[config.mk]
export PLATFORM = sky130hd
export DESIGN_NAME = wdt_timer
export DESIGN_NICKNAME = d
export VERILOG_FILES = /design/src/verilog/wdt_pkg.sv /design/src/verilog/wdt_timer.sv
export SDC_FILE = /design/constraint.sdc
export NUM_CORES = 1
export LEC_CHECK = 0
export ABC_CLOCK_PERIOD_IN_PS = 4210
export BUFFER_PORTS_ARGS = -buffer_cell sky130_fd_sc_hd__buf_2
export CAP_MARGIN = 0
export CORE_MARGIN = 5
export CORE_UTILIZATION = 56
export CTS_CLUSTER_SIZE = 16
export DETAILED_ROUTE_END_ITERATION = 7
export PLACE_DENSITY_LB_ADDON = 0.2
export SKIP_CTS_REPAIR_TIMING = 1
export SLEW_MARGIN = 30
export SYNTH_ARGS = -nofsm -noshare
export SYNTH_HDL_FRONTEND = slang
export SYNTH_SLANG_ARGS = --single-unit
[constraint.sdc]
create_clock -name mclk -period 4.21 [get_ports mclk]
set_input_delay 0.421 -clock mclk [delete_from_list [all_inputs] [get_ports mclk]]
set_output_delay 0.421 -clock mclk [all_outputs]
set_load 0.1 [all_outputs]
[src/verilog/wdt_pkg.sv]
// Package for the watchdog timer: register byte offsets, field positions,
// reset values and tick divider counts.
// Assumes a byte-wide register port and a 200 MHz core clock.
package wdt_pkg;

  // Register byte addresses
  localparam logic [15:0] WDT_CTRL_LO   = 16'h3000; // Control, low byte
  localparam logic [15:0] WDT_CTRL_HI   = 16'h3001; // Control, high byte
  localparam logic [15:0] WDT_STROBE    = 16'h3002; // Reload strobe
  localparam logic [15:0] WATCHDOG_LIVE_COUNT_B0  = 16'h3004; // Live count, byte 0
  localparam logic [15:0] WATCHDOG_LIVE_COUNT_B3  = 16'h3007; // Live count, byte 3
  localparam logic [15:0] WATCHDOG_LOAD_VALUE_B0   = 16'h3008; // Load value, byte 0
  localparam logic [15:0] WATCHDOG_LOAD_VALUE_B3   = 16'h300B; // Load value, byte 3

  // Control field positions
  localparam int COUNTER_ENABLE_BIT    = 0; // Counter enable
  localparam int UNDERFLOW_STATUS_BIT   = 1; // Underflow status
  localparam int FAST_SIMULATION_SELECT_BIT   = 2; // Fast simulation select
  localparam int TICK_UNIT_SELECT_BIT = 3; // Tick unit select

  // Reset values
  localparam logic [31:0] WATCHDOG_LIVE_COUNT_RST = 32'hFFFF_FFFF;
  localparam logic [31:0] WATCHDOG_LOAD_VALUE_RST  = 32'hFFFF_FFFF;

  // Tick sources and derived divider counts
  localparam int WDT_FAST_HZ   = 48_000_000; // Fast oscillator
  localparam int WDT_SLOW_HZ   = 20_000;     // Keep-alive oscillator
  localparam int WDT_US_PER_S  = 1_000_000;
  localparam int WDT_MS_PER_S  = 1_000;
  localparam int WDT_FAST_DIV  = WDT_FAST_HZ / WDT_US_PER_S; // 1 us
  localparam int WDT_SLOW_DIV  = WDT_SLOW_HZ / WDT_MS_PER_S; // 1 ms
  localparam logic [5:0] WDT_FAST_LAST = 6'(WDT_FAST_DIV - 1);
  localparam logic [5:0] WDT_SLOW_LAST = 6'(WDT_SLOW_DIV - 1);

  // Cycles after reset release before the reset cause is sampled
  localparam logic [1:0] WDT_CAUSE_WAIT = 2'h2;

endpackage : wdt_pkg

[src/verilog/wdt_timer.sv]
// Watchdog timer: byte register port, tick generation from oscillator
// inputs, reload and enable crossing, underflow reset request.
// Assumes oscillator clocks and the reset cause arrive asynchronously and
// that the system reset generator acts on wdtResetReq.
//
// Function
// - Decode control, strobe, count, load offsets
// - Control bit 3 picks ms or us
// - us uses 48 MHz, ms 20 KHz
// - Control bit 2 runs 1 MHz clock
// - Status bit 1 marks watchdog reset
// - Status cleared only by writing one
// - Status after reset shows reset cause
// - Bit 0 enables counter, resets low
// - Enable change synchronised into timer side
// - Strobe write reloads counter when enabled
// - Strobe write ignored while disabled
// - Strobe register always reads zero
// - Reload request crosses into timer side
// - Live count read-only, resets all ones
// - Low byte read snapshots whole counter
// - Underflow requests reset, sets status
// - Writes other than control low byte blocked while status pending
`timescale 1ns/10ps

module wdt_timer
  import wdt_pkg::*;
(
  // Clock and reset
  input  wire logic        mclk,
  input  wire logic        rstn,
  // Register port
  input  wire logic [15:0] regAddr,
  input  wire logic        regWrEn,
  input  wire logic [7:0]  regWrData,
  input  wire logic        regRdEn,
  output logic      [7:0]  regRdData,
  output logic             regRdValid,
  // Oscillator inputs, asynchronous
  input  wire logic        fastOscClk,
  input  wire logic        slowOscClk,
  input  wire logic        simOscClk,
  // Reset generator
  input  wire logic        lastResetByWdt,
  output logic             wdtResetReq,
  output logic             counterRunning
);

  // Control and data registers
  logic        counterEnable;        // Enable as written
  logic        fastSimulationSelect; // 1 MHz simulation source
  logic        tickUnitSelect;       // 0: ms, 1: us
  logic        underflowStatus;      // Sticky underflow flag
  logic [31:0] loadValue;            // Load value register
  logic [31:0] liveCount;            // Down counter
  logic [31:0] countSnap;            // Snapshot for bytes 1..3

  // Synchronisers
  logic [1:0]  enSync;      // Enable into timer side
  logic        kickToggle;  // Flips on each accepted strobe
  logic [2:0]  kickSync;    // Two stages plus edge history
  logic [2:0]  fastSync;    // Oscillator samplers plus history
  logic [2:0]  slowSync;
  logic [2:0]  simSync;
  logic [1:0]  causeSync;   // Reset cause sampler
  logic [1:0]  startCnt;    // Cycles since reset release
  logic        causeTaken;  // Reset cause captured once
  logic        enPrev;      // Synced enable, previous cycle
  logic        loadWritten; // Load register touched last cycle

  // Tick generation
  logic [5:0]  prescale;    // Oscillator edge counter
  logic        tick;        // One counter decrement step

  // Decode helpers
  logic        wrAllowed;
  logic        wrCtrl;
  logic        wrStrobe;
  logic        wrLoad;
  logic        kickApply;
  logic        underflow;

  // Writes are held off while an underflow is pending; control stays open
  // so software can clear the flag and unlock the port.
  assign wrAllowed = regWrEn
    && (!underflowStatus || regAddr == WDT_CTRL_LO);
  // Register selects; only the low control byte carries bits
  assign wrCtrl    = wrAllowed && regAddr == WDT_CTRL_LO;
  assign wrStrobe  = wrAllowed && regAddr == WDT_STROBE;
  assign wrLoad    = wrAllowed && regAddr >= WATCHDOG_LOAD_VALUE_B0
                     && regAddr <= WATCHDOG_LOAD_VALUE_B3;
  // Either edge of the crossed toggle is one reload request
  assign kickApply = kickSync[2] ^ kickSync[1];
  // A tick that finds the count at zero is the underflow
  assign underflow = tick && enSync[1] && liveCount == 32'h0000_0000;

  // Control bits; enable resets low
  always_ff @(posedge mclk or negedge rstn) begin
    if (!rstn) begin
      counterEnable        <= 1'b0;
      fastSimulationSelect <= 1'b0;
      tickUnitSelect       <= 1'b0;
    end else if (wrCtrl) begin
      // Bits 0, 2 and 3 taken; the status bit is handled apart
      counterEnable        <= regWrData[COUNTER_ENABLE_BIT];
      fastSimulationSelect <= regWrData[FAST_SIMULATION_SELECT_BIT];
      tickUnitSelect       <= regWrData[TICK_UNIT_SELECT_BIT];
    end
  end

  // Reset cause sampled after release, never loaded under reset
  always_ff @(posedge mclk or negedge rstn) begin
    if (!rstn) begin
      causeSync  <= 2'h0;
      startCnt   <= 2'h0;
      causeTaken <= 1'b0;
    end else begin
      // Cause pin is asynchronous, hence two stages
      causeSync <= {causeSync[0], lastResetByWdt};
      // Count to the sampling point, then stop
      if (startCnt != WDT_CAUSE_WAIT) begin
        startCnt <= startCnt + 2'h1;
      end
      if (startCnt == WDT_CAUSE_WAIT) begin
        causeTaken <= 1'b1;
      end
    end
  end

  // Underflow status: set wins over a write-one clear
  always_ff @(posedge mclk or negedge rstn) begin
    if (!rstn) begin
      underflowStatus <= 1'b0;
    end else if (underflow) begin
      underflowStatus <= 1'b1;
    end else if (!causeTaken && startCnt == WDT_CAUSE_WAIT
                 && causeSync[1]) begin
      // Cause seen once, after the synchroniser has settled
      underflowStatus <= 1'b1;
    end else if (wrCtrl && regWrData[UNDERFLOW_STATUS_BIT]) begin
      // Write-one clear; a zero leaves the flag alone
      underflowStatus <= 1'b0;
    end
  end

  // Load value, byte writable
  always_ff @(posedge mclk or negedge rstn) begin
    if (!rstn) begin
      loadValue   <= WATCHDOG_LOAD_VALUE_RST;
      loadWritten <= 1'b0;
    end else begin
      loadWritten <= wrLoad;
      // Byte lane picked by the low address bits
      if (wrLoad) begin
        loadValue[8*regAddr[1:0] +: 8] <= regWrData;
      end
    end
  end

  // Strobe request toggles only while enabled
  always_ff @(posedge mclk or negedge rstn) begin
    if (!rstn) begin
      kickToggle <= 1'b0;
    end else if (wrStrobe && counterEnable) begin
      kickToggle <= ~kickToggle;
    end
  end

  // Crossing of enable and reload; first stages feed second only
  always_ff @(posedge mclk or negedge rstn) begin
    if (!rstn) begin
      enSync   <= 2'h0;
      kickSync <= 3'h0;
      enPrev   <= 1'b0;
    end else begin
      enSync   <= {enSync[0], counterEnable};
      kickSync <= {kickSync[1:0], kickToggle};
      enPrev   <= enSync[1];
    end
  end

  // Oscillator samplers; stage two and three form the edge detector
  always_ff @(posedge mclk or negedge rstn) begin
    if (!rstn) begin
      fastSync <= 3'h0;
      slowSync <= 3'h0;
      simSync  <= 3'h0;
    end else begin
      fastSync <= {fastSync[1:0], fastOscClk};
      slowSync <= {slowSync[1:0], slowOscClk};
      simSync  <= {simSync[1:0], simOscClk};
    end
  end

  // Tick prescaler. The simulation clock ticks on every rising edge; the
  // counter stays parked while disabled, standing in for gated clocks.
  always_ff @(posedge mclk or negedge rstn) begin
    if (!rstn) begin
      prescale <= 6'h00;
      tick     <= 1'b0;
    end else begin
      tick <= 1'b0;
      if (!enSync[1]) begin
        // Parked at zero so every start is aligned
        prescale <= 6'h00;
      end else if (fastSimulationSelect) begin
        tick <= simSync[1] && !simSync[2];
      end else if (tickUnitSelect) begin
        // Microsecond tick: count fast oscillator edges
        if (fastSync[1] && !fastSync[2]) begin
          if (prescale >= WDT_FAST_LAST) begin
            prescale <= 6'h00;
            tick     <= 1'b1;
          end else begin
            prescale <= prescale + 6'h01;
          end
        end
      end else if (slowSync[1] && !slowSync[2]) begin
        // Millisecond tick: count keep-alive edges
        if (prescale >= WDT_SLOW_LAST) begin
          prescale <= 6'h00;
          tick     <= 1'b1;
        end else begin
          prescale <= prescale + 6'h01;
        end
      end
    end
  end

  // Down counter: reload on activation, strobe, load write while stopped or underflow
  always_ff @(posedge mclk or negedge rstn) begin
    if (!rstn) begin
      liveCount <= WATCHDOG_LIVE_COUNT_RST;
    end else if (enSync[1] && !enPrev) begin
      liveCount <= loadValue;
    end else if (kickApply && enSync[1]) begin
      liveCount <= loadValue;
    end else if (loadWritten && !enSync[1]) begin
      // A load written while stopped shows in the count
      liveCount <= loadValue;
    end else if (underflow) begin
      // Underflow restarts the interval from the load
      liveCount <= loadValue;
    end else if (tick && enSync[1]) begin
      liveCount <= liveCount - 32'h0000_0001;
    end
  end

  // Reset request pulse and running indication
  always_ff @(posedge mclk or negedge rstn) begin
    if (!rstn) begin
      wdtResetReq    <= 1'b0;
      counterRunning <= 1'b0;
    end else begin
      wdtResetReq    <= underflow;
      counterRunning <= enSync[1];
    end
  end

  // Count snapshot on low byte read keeps upper bytes coherent
  always_ff @(posedge mclk or negedge rstn) begin
    if (!rstn) begin
      countSnap <= WATCHDOG_LIVE_COUNT_RST;
    end else if (regRdEn && regAddr == WATCHDOG_LIVE_COUNT_B0) begin
      countSnap <= liveCount;
    end
  end

  // Read data, one cycle after the request; unmapped reads give zero
  always_ff @(posedge mclk or negedge rstn) begin
    if (!rstn) begin
      regRdData  <= 8'h00;
      regRdValid <= 1'b0;
    end else begin
      regRdValid <= regRdEn;
      regRdData  <= 8'h00;
      if (regRdEn) begin
        if (regAddr == WDT_CTRL_LO) begin
          regRdData <= {4'h0, tickUnitSelect, fastSimulationSelect,
                        underflowStatus, counterEnable};
        end else if (regAddr == WDT_STROBE) begin
          regRdData <= 8'h00;
        end else if (regAddr == WATCHDOG_LIVE_COUNT_B0) begin
          regRdData <= liveCount[7:0];
        end else if (regAddr > WATCHDOG_LIVE_COUNT_B0
                     && regAddr <= WATCHDOG_LIVE_COUNT_B3) begin
          // Upper bytes from the snapshot, never live
          regRdData <= countSnap[8*regAddr[1:0] +: 8];
        end else if (regAddr >= WATCHDOG_LOAD_VALUE_B0
                     && regAddr <= WATCHDOG_LOAD_VALUE_B3) begin
          // Load value reads back as written
          regRdData <= loadValue[8*regAddr[1:0] +: 8];
        end
      end
    end
  end

endmodule : wdt_timer

# == After elaboration in Yosys (flattened, before gate mapping) ==
# Cells that the tools add are included.
# W data, S select, Z words.
# totals
ff_bits,139
in_bits,32
word_cells,108
# op_classes
n_addsub,4
n_lt_le_gt_ge,6
n_eq_ne,8
n_shift,4
mux,29
n_bitwise,2
n_reduce_logical,32
# ops
cell,n
$mux W32,5
$shiftx A32 B6 Y8,2
$eq A16 B14 Y1 const B,3
$mux W8,6
$mux W6,7
$neg A5 Y34,1
$shift A8 B34 Y32 const A,1
$shiftx A8 B34 Y32,1
$bwmux W32,1
$le A16 B14 Y1 const B,2
$logic_not A32 Y1,1
$sub A32 B1 Y32 const B,1
$logic_and A1 B1 Y1,20
$ge A16 B14 Y1 const B,1
$gt A16 B14 Y1 const B,1
$mux W1,10
$logic_not A1 Y1,7
$add A6 B1 Y6 const B,1
$ge A6 B5 Y1 const B,1
$ge A6 B6 Y1 const B,1
$ne A3 B2 Y1 const B,2
$reduce_bool A5 Y1,1
$ne A2 B2 Y1 const B,2
$reduce_and A3 Y1,1
other kinds (6),6

# == Longest topological paths before layout ==
# logic_depth
ltp_word,8
mapped_depth,12
depth_no_buf,7

# == Worst setup path after synthesis ==
# Ideal clock, no wire load.
# synth_timing
path_type,input to register
from,input port regAddr[0]
to,register countSnap[0]
arrival_ns,2.715
required_ns,4.128
setup_slack_ns,1.412
path_stages,12
n_path_buf,5
path_cell_list,buf_2 -> buf_2 -> inv_1 -> ha_1 -> clkbuf_1 -> nand2b_1 -> or4_1 -> buf_2 -> nor2_8 -> nand2_2 -> buf_6 -> mux2_4
# synth_between
elab_chain_cells,2
# synth_rtl
item,line,text
start: declaration,wdt_timer.sv:33,"input wire logic [15:0] regAddr,"
$eq A16 B14 Y1,wdt_timer.sv:264,end else if (regRdEn && regAddr == WATCHDOG_LIVE_COUNT_B0) begin
$logic_and A1 B1 Y1,wdt_timer.sv:264,
end signal: assignment,wdt_timer.sv:265,countSnap <= liveCount;
end: declaration,wdt_timer.sv:56,logic [31:0] countSnap;
# No other way between the ends.
# A chain may end at the register's enable or synchronous reset.

# == Final worst setup path ==
# layout_timing
from,register enSync[1]
to,register liveCount[16]
# layout_between
elab_chain_cells,6
elab_cells_between_ends,11
cone_classes,4 x mux; 7 x reduce/logical
# layout_rtl
item,line,text
start: declaration,wdt_timer.sv:59,logic [1:0] enSync;
start signal: assignment,wdt_timer.sv:176,"enSync <= {enSync[0], counterEnable};"
$logic_and A1 B1 Y1,"wdt_timer.sv:95, wdt_timer.sv:244",
$logic_and A1 B1 Y1,wdt_timer.sv:95,assign underflow = tick && enSync[1] && liveCount == 32'h0000_0000;
$mux W32,wdt_timer.sv:241,end else if (underflow) begin
$mux W32,wdt_timer.sv:238,end else if (loadWritten && !enSync[1]) begin
$mux W32,wdt_timer.sv:236,end else if (kickApply && enSync[1]) begin
$mux W32,wdt_timer.sv:234,end else if (enSync[1] && !enPrev) begin
end signal: assignment,wdt_timer.sv:235,liveCount <= loadValue;
end signal: assignment,wdt_timer.sv:237,liveCount <= loadValue;
end signal: assignment,wdt_timer.sv:240,liveCount <= loadValue;
end: declaration,wdt_timer.sv:55,logic [31:0] liveCount;
# Parallel ways exist; a longest one is shown, timed or not.

==> flow_results.xml <==
<?xml version="1.0" encoding="UTF-8"?>
<metrics>
  <group name="outcome">
    <metric name="outcome" unit="">complete, no violations</metric>
  </group>
  <group name="floorplan">
    <metric name="die_x" unit="um">124</metric>
    <metric name="io-pin-count" unit="">43</metric>
    <metric name="die_h" unit="um">124</metric>
    <metric name="rows" unit="">41</metric>
    <metric name="effective_utilization_at_floorplan" unit="%">57.3</metric>
    <metric name="fp.dieArea" unit="um^2">15300</metric>
    <metric name="core_area" unit="um^2">12700</metric>
  </group>
  <group name="setup_path">
    <metric name="cp_cell_sequence" unit="">nand2_1, o22ai_1, o31a_1, buf_4, o21ai_0, a311o_1</metric>
    <metric name="worst-path-buf-inv" unit="">1</metric>
    <metric name="critical_path_cell_count" unit="">6</metric>
    <metric name="cp.required" unit="ns">4.56</metric>
    <metric name="timing.critical_path.max_delay_family" unit="">compound AO/OA/AOI/OAI gates</metric>
    <metric name="worst-endpoint-arrival" unit="ns">3.19</metric>
    <metric name="critical-path-max-stage-delay" unit="ns">0.61</metric>
    <metric name="path_max_fanout" unit="">25</metric>
    <metric name="crit_path_top_delay_cell" unit="">sky130_fd_sc_hd__o22ai_1</metric>
    <metric name="path_class" unit="">flop to flop</metric>
    <metric name="reg2regPathDepth" unit="">6</metric>
    <metric name="start_kind" unit="">flop</metric>
    <metric name="timing.critical_path.to_type" unit="">flop</metric>
  </group>
  <group name="drt">
    <metric name="drt-initial-drc-count" unit="">582</metric>
    <metric name="final_antenna_net_count" unit="">0</metric>
    <metric name="routedWlPerCell" unit="um">21.1</metric>
    <metric name="average_via_count_per_standard_cell" unit="">6.33</metric>
    <metric name="detail_route.first_pass.iterations" unit="">6</metric>
    <metric name="postRouteWirelength" unit="um">18400</metric>
    <metric name="post-route-drc-count" unit="">0</metric>
    <metric name="vias" unit="">5529</metric>
  </group>
  <group name="synthesis">
    <metric name="synthCells" unit="">649</metric>
    <metric name="synth.net_count" unit="">689</metric>
    <metric name="post_synth_num_cell_types" unit="">70</metric>
    <metric name="synth.top_cell.area_share" unit="%">34.8</metric>
    <metric name="synth-edff-count" unit="">0</metric>
    <metric name="ys_ff_latch" unit="">139</metric>
    <metric name="synth.cell_area" unit="um^2">7260</metric>
    <metric name="synth.area.top_cells" unit="">sky130_fd_sc_hd__dfstp_2 35%, sky130_fd_sc_hd__dfrtp_1 15%, sky130_fd_sc_hd__mux2_4 6.2%, sky130_fd_sc_hd__mux4_2 5.0%, sky130_fd_sc_hd__mux2i_1 4.1%</metric>
    <metric name="ys.flop_type" unit="">sky130_fd_sc_hd__dfstp_2</metric>
    <metric name="postSynth.asyncResetShare" unit="%">100</metric>
    <metric name="part_of_the_yosys_area_used_for_sequential_elements" unit="%">49.6</metric>
    <metric name="avgSynthCellArea" unit="um^2">11.2</metric>
    <metric name="synth_top_cell_by_area" unit="">sky130_fd_sc_hd__dfstp_2</metric>
    <metric name="synthesis.yosys.warnings" unit="">0</metric>
  </group>
  <group name="placement">
    <metric name="place_hpwl" unit="um">12900</metric>
    <metric name="io_buffers" unit="">42</metric>
    <metric name="placed_cells_incl_taps" unit="">841</metric>
    <metric name="finalWeightedCongestion" unit="">0.894</metric>
    <metric name="detailed_place.area" unit="um^2">7650</metric>
  </group>
  <group name="pwr">
    <metric name="comb_power_share" unit="%">11.6</metric>
    <metric name="power.ir.vdd_worst" unit="V">0.000237</metric>
    <metric name="net-switching-power" unit="uW">854</metric>
    <metric name="clkPwrFrac" unit="%">47.9</metric>
    <metric name="power_report.internal_total" unit="mW">2.61</metric>
    <metric name="power.share.sequential" unit="%">40.5</metric>
    <metric name="power.density_cell_area" unit="nW/um^2">417</metric>
    <metric name="switching_share" unit="%">24.6</metric>
    <metric name="power_leakage" unit="nW">3.84</metric>
  </group>
  <group name="timing">
    <metric name="timing.final.crit_period" unit="ns">2.83</metric>
    <metric name="actual_slew_at_the_worst_max_slew_pin" unit="ns">0.930</metric>
    <metric name="timing.final.crit_share" unit="%">67.3</metric>
    <metric name="timing.slew.headroom" unit="%">37.5</metric>
    <metric name="finalSetupViolations" unit="">0</metric>
    <metric name="max_freq" unit="MHz">353</metric>
    <metric name="clock_skew" unit="ns">0.00872</metric>
    <metric name="timing.final.hold_violations" unit="">0</metric>
    <metric name="totalNegativeSetupSlack" unit="ns">0</metric>
    <metric name="setup_repair_after_global_routing_missed_its_margin" unit="">false</metric>
    <metric name="final_max_slew_viol_count" unit="">0</metric>
    <metric name="fin_hold_ws" unit="ns">0.0910</metric>
  </group>
  <group name="clock_tree">
    <metric name="cts_tree" unit="">done</metric>
    <metric name="clk-insertion-delay-late" unit="ns">0.43</metric>
    <metric name="clkTransAtPathRegs" unit="ns">0.06</metric>
    <metric name="cts-root-to-sink-buffers" unit="">2</metric>
    <metric name="numClockSinks" unit="">139</metric>
    <metric name="cts_buffers" unit="">17</metric>
    <metric name="clock_tree.htree_level_count" unit="">4</metric>
    <metric name="root_buffer" unit="">sky130_fd_sc_hd__clkbuf_16</metric>
  </group>
  <group name="global_routing">
    <metric name="grt_pass1_wl" unit="um">29100</metric>
    <metric name="globalRouteMet2Util" unit="%">39.2</metric>
    <metric name="grt_start_max_net_pins" unit="">97</metric>
    <metric name="grt_use_met3" unit="%">7.49</metric>
    <metric name="gr-total-overflow" unit="">0</metric>
    <metric name="number_of_antenna_violations_at_the_first_check_in_global_routing" unit="">0</metric>
    <metric name="grt-busiest-layer" unit="">met2</metric>
    <metric name="number_of_global_route_vias_before_repair" unit="">5395</metric>
    <metric name="met1_track_demand_over_resource_in_global_routing" unit="%">34.1</metric>
    <metric name="globalRouteTotalUtil" unit="%">25.4</metric>
  </group>
  <group name="layout">
    <metric name="mostFrequentLayoutCells" unit="">96 x sky130_fd_sc_hd__dfstp_2, 75 x sky130_fd_sc_hd__nand2_1, 43 x sky130_fd_sc_hd__dfrtp_1, 41 x sky130_fd_sc_hd__buf_2, 39 x sky130_fd_sc_hd__inv_1</metric>
    <metric name="stdcell_count" unit="">873</metric>
    <metric name="drive_above_1_share" unit="%">35.7</metric>
    <metric name="finalNetCount" unit="">728</metric>
    <metric name="insertedDiodeCount" unit="">0</metric>
    <metric name="filler_cell_count" unit="">990</metric>
    <metric name="post-route-util" unit="%">65.7</metric>
    <metric name="finish.instance_area" unit="um^2">8320</metric>
    <metric name="layout_commonest_cell" unit="">sky130_fd_sc_hd__dfstp_2</metric>
    <metric name="area_delta_synth_final" unit="%">14.7</metric>
  </group>
  <group name="hold_path">
    <metric name="hold_path_class" unit="">input port to asynchronous set/reset pin</metric>
  </group>
  <group name="flow_run">
    <metric name="maxCapViolCount" unit="">0</metric>
  </group>
</metrics>
-- power by group through the flow --
stage               combinational [mW]  clock, mW  sequential, mW
floorplan                        0.264          0            1.41
global placement                 0.385          0            1.42
detailed placement               0.393          0            1.42
CTS                              0.396       1.68            1.40
global route                     0.436       1.75            1.41
finish                           0.402       1.66            1.41
-- cells in the mapped netlist, types with 3 or more instances --
library cell                instances
sky130_fd_sc_hd__nor4_1            20
sky130_fd_sc_hd__nor3b_1            4
sky130_fd_sc_hd__nand2_1           75
sky130_fd_sc_hd__o2bb2ai_1          3
sky130_fd_sc_hd__a2bb2oi_1          5
sky130_fd_sc_hd__buf_2              8
sky130_fd_sc_hd__mux2_4            30
sky130_fd_sc_hd__and2_1             6
sky130_fd_sc_hd__o21ai_1            8
sky130_fd_sc_hd__o22ai_1            4
sky130_fd_sc_hd__a211oi_1           4
sky130_fd_sc_hd__nand4_1           12
sky130_fd_sc_hd__mux2i_1           30
sky130_fd_sc_hd__or4_1              4
sky130_fd_sc_hd__buf_6              3
sky130_fd_sc_hd__mux2_2             5
sky130_fd_sc_hd__nor3_1            17
sky130_fd_sc_hd__a21boi_0           4
sky130_fd_sc_hd__mux4_2            16
sky130_fd_sc_hd__a211o_1            3
sky130_fd_sc_hd__o21a_1             3
sky130_fd_sc_hd__nor2_1            23
sky130_fd_sc_hd__o21ai_0           33
sky130_fd_sc_hd__a311o_1            3
sky130_fd_sc_hd__nand3_1           22
sky130_fd_sc_hd__dfrtp_1           43
sky130_fd_sc_hd__a221oi_1           3
sky130_fd_sc_hd__a21oi_1           13
sky130_fd_sc_hd__nand3_4            3
sky130_fd_sc_hd__ha_1               8
sky130_fd_sc_hd__inv_1             39
sky130_fd_sc_hd__dfstp_2           96
sky130_fd_sc_hd__a22oi_1           14
sky130_fd_sc_hd__xnor2_1            5
sky130_fd_sc_hd__o311ai_0           5
sky130_fd_sc_hd__and3_1             7
sky130_fd_sc_hd__clkbuf_1          22
-- metal layers --
layer,wire length [um],part of all wire [%],up-vias
met5,36,0.20,-
met3,1580,8.6,38
met2,8600,47,271
met1,7730,42,2744
li1,-,-,2474
met4,431,2.3,2
-- cell families after synthesis --
logic type                 count (synthesis)  share of synthesized area, %
AOI/OAI and AO/OA                        127                          12.1
xor gates and xnor gates                   6                         0.724
and+or+nand+nor                          216                          16.0
muxes                                     81                          16.1
DFF                                      139                          49.6
adders and majority gates                  8                          1.38
buffers and inverters                     72                          4.17
-- stage by stage --
step / power (mW) / setup slack [ns]
after floorplan: 1.68 / 1.41
after global placement: 1.81 / 1.15
after detailed placement: 1.82 / 1.01
after CTS: 3.48 / 1.42
after global routing: 3.59 / 1.18
final: 3.47 / 1.38
-- state kept, by name (all words and copies together), names as in the netlist, 2 cells and up --
signal     count
countSnap     32
liveCount     32
loadValue     32
regRdData      8
prescale       6
fastSync       3
kickSync       3
simSync        3
slowSync       3
causeSync      2
enSync         2
startCnt       2
-- final cells by class --
class,instances,area [um^2],share of cell area (%)
clock inverter,10,189,2.27
tap,172,215,2.59
inverter,39,146,1.76
sequential,139,3600,43.2
timing repair buffer,53,303,3.64
clock buffer,22,474,5.70
multi-input combinational,438,3400,40.8
-- worst paths after layout --
kind                                startpoint             to  slack, ns
min in group mclk               lastResetByWdt   causeSync[0]       0.10
worst min-delay path                      rstn    prescale[0]       0.09
worst max-delay path                 enSync[1]  liveCount[16]       1.38
max in group asynchronous                 rstn  loadValue[13]       3.05
worst min register to register    causeSync[0]   causeSync[1]       0.35
worst max register to register       enSync[1]  liveCount[16]       1.38
(Power assumes the default switching activity.)
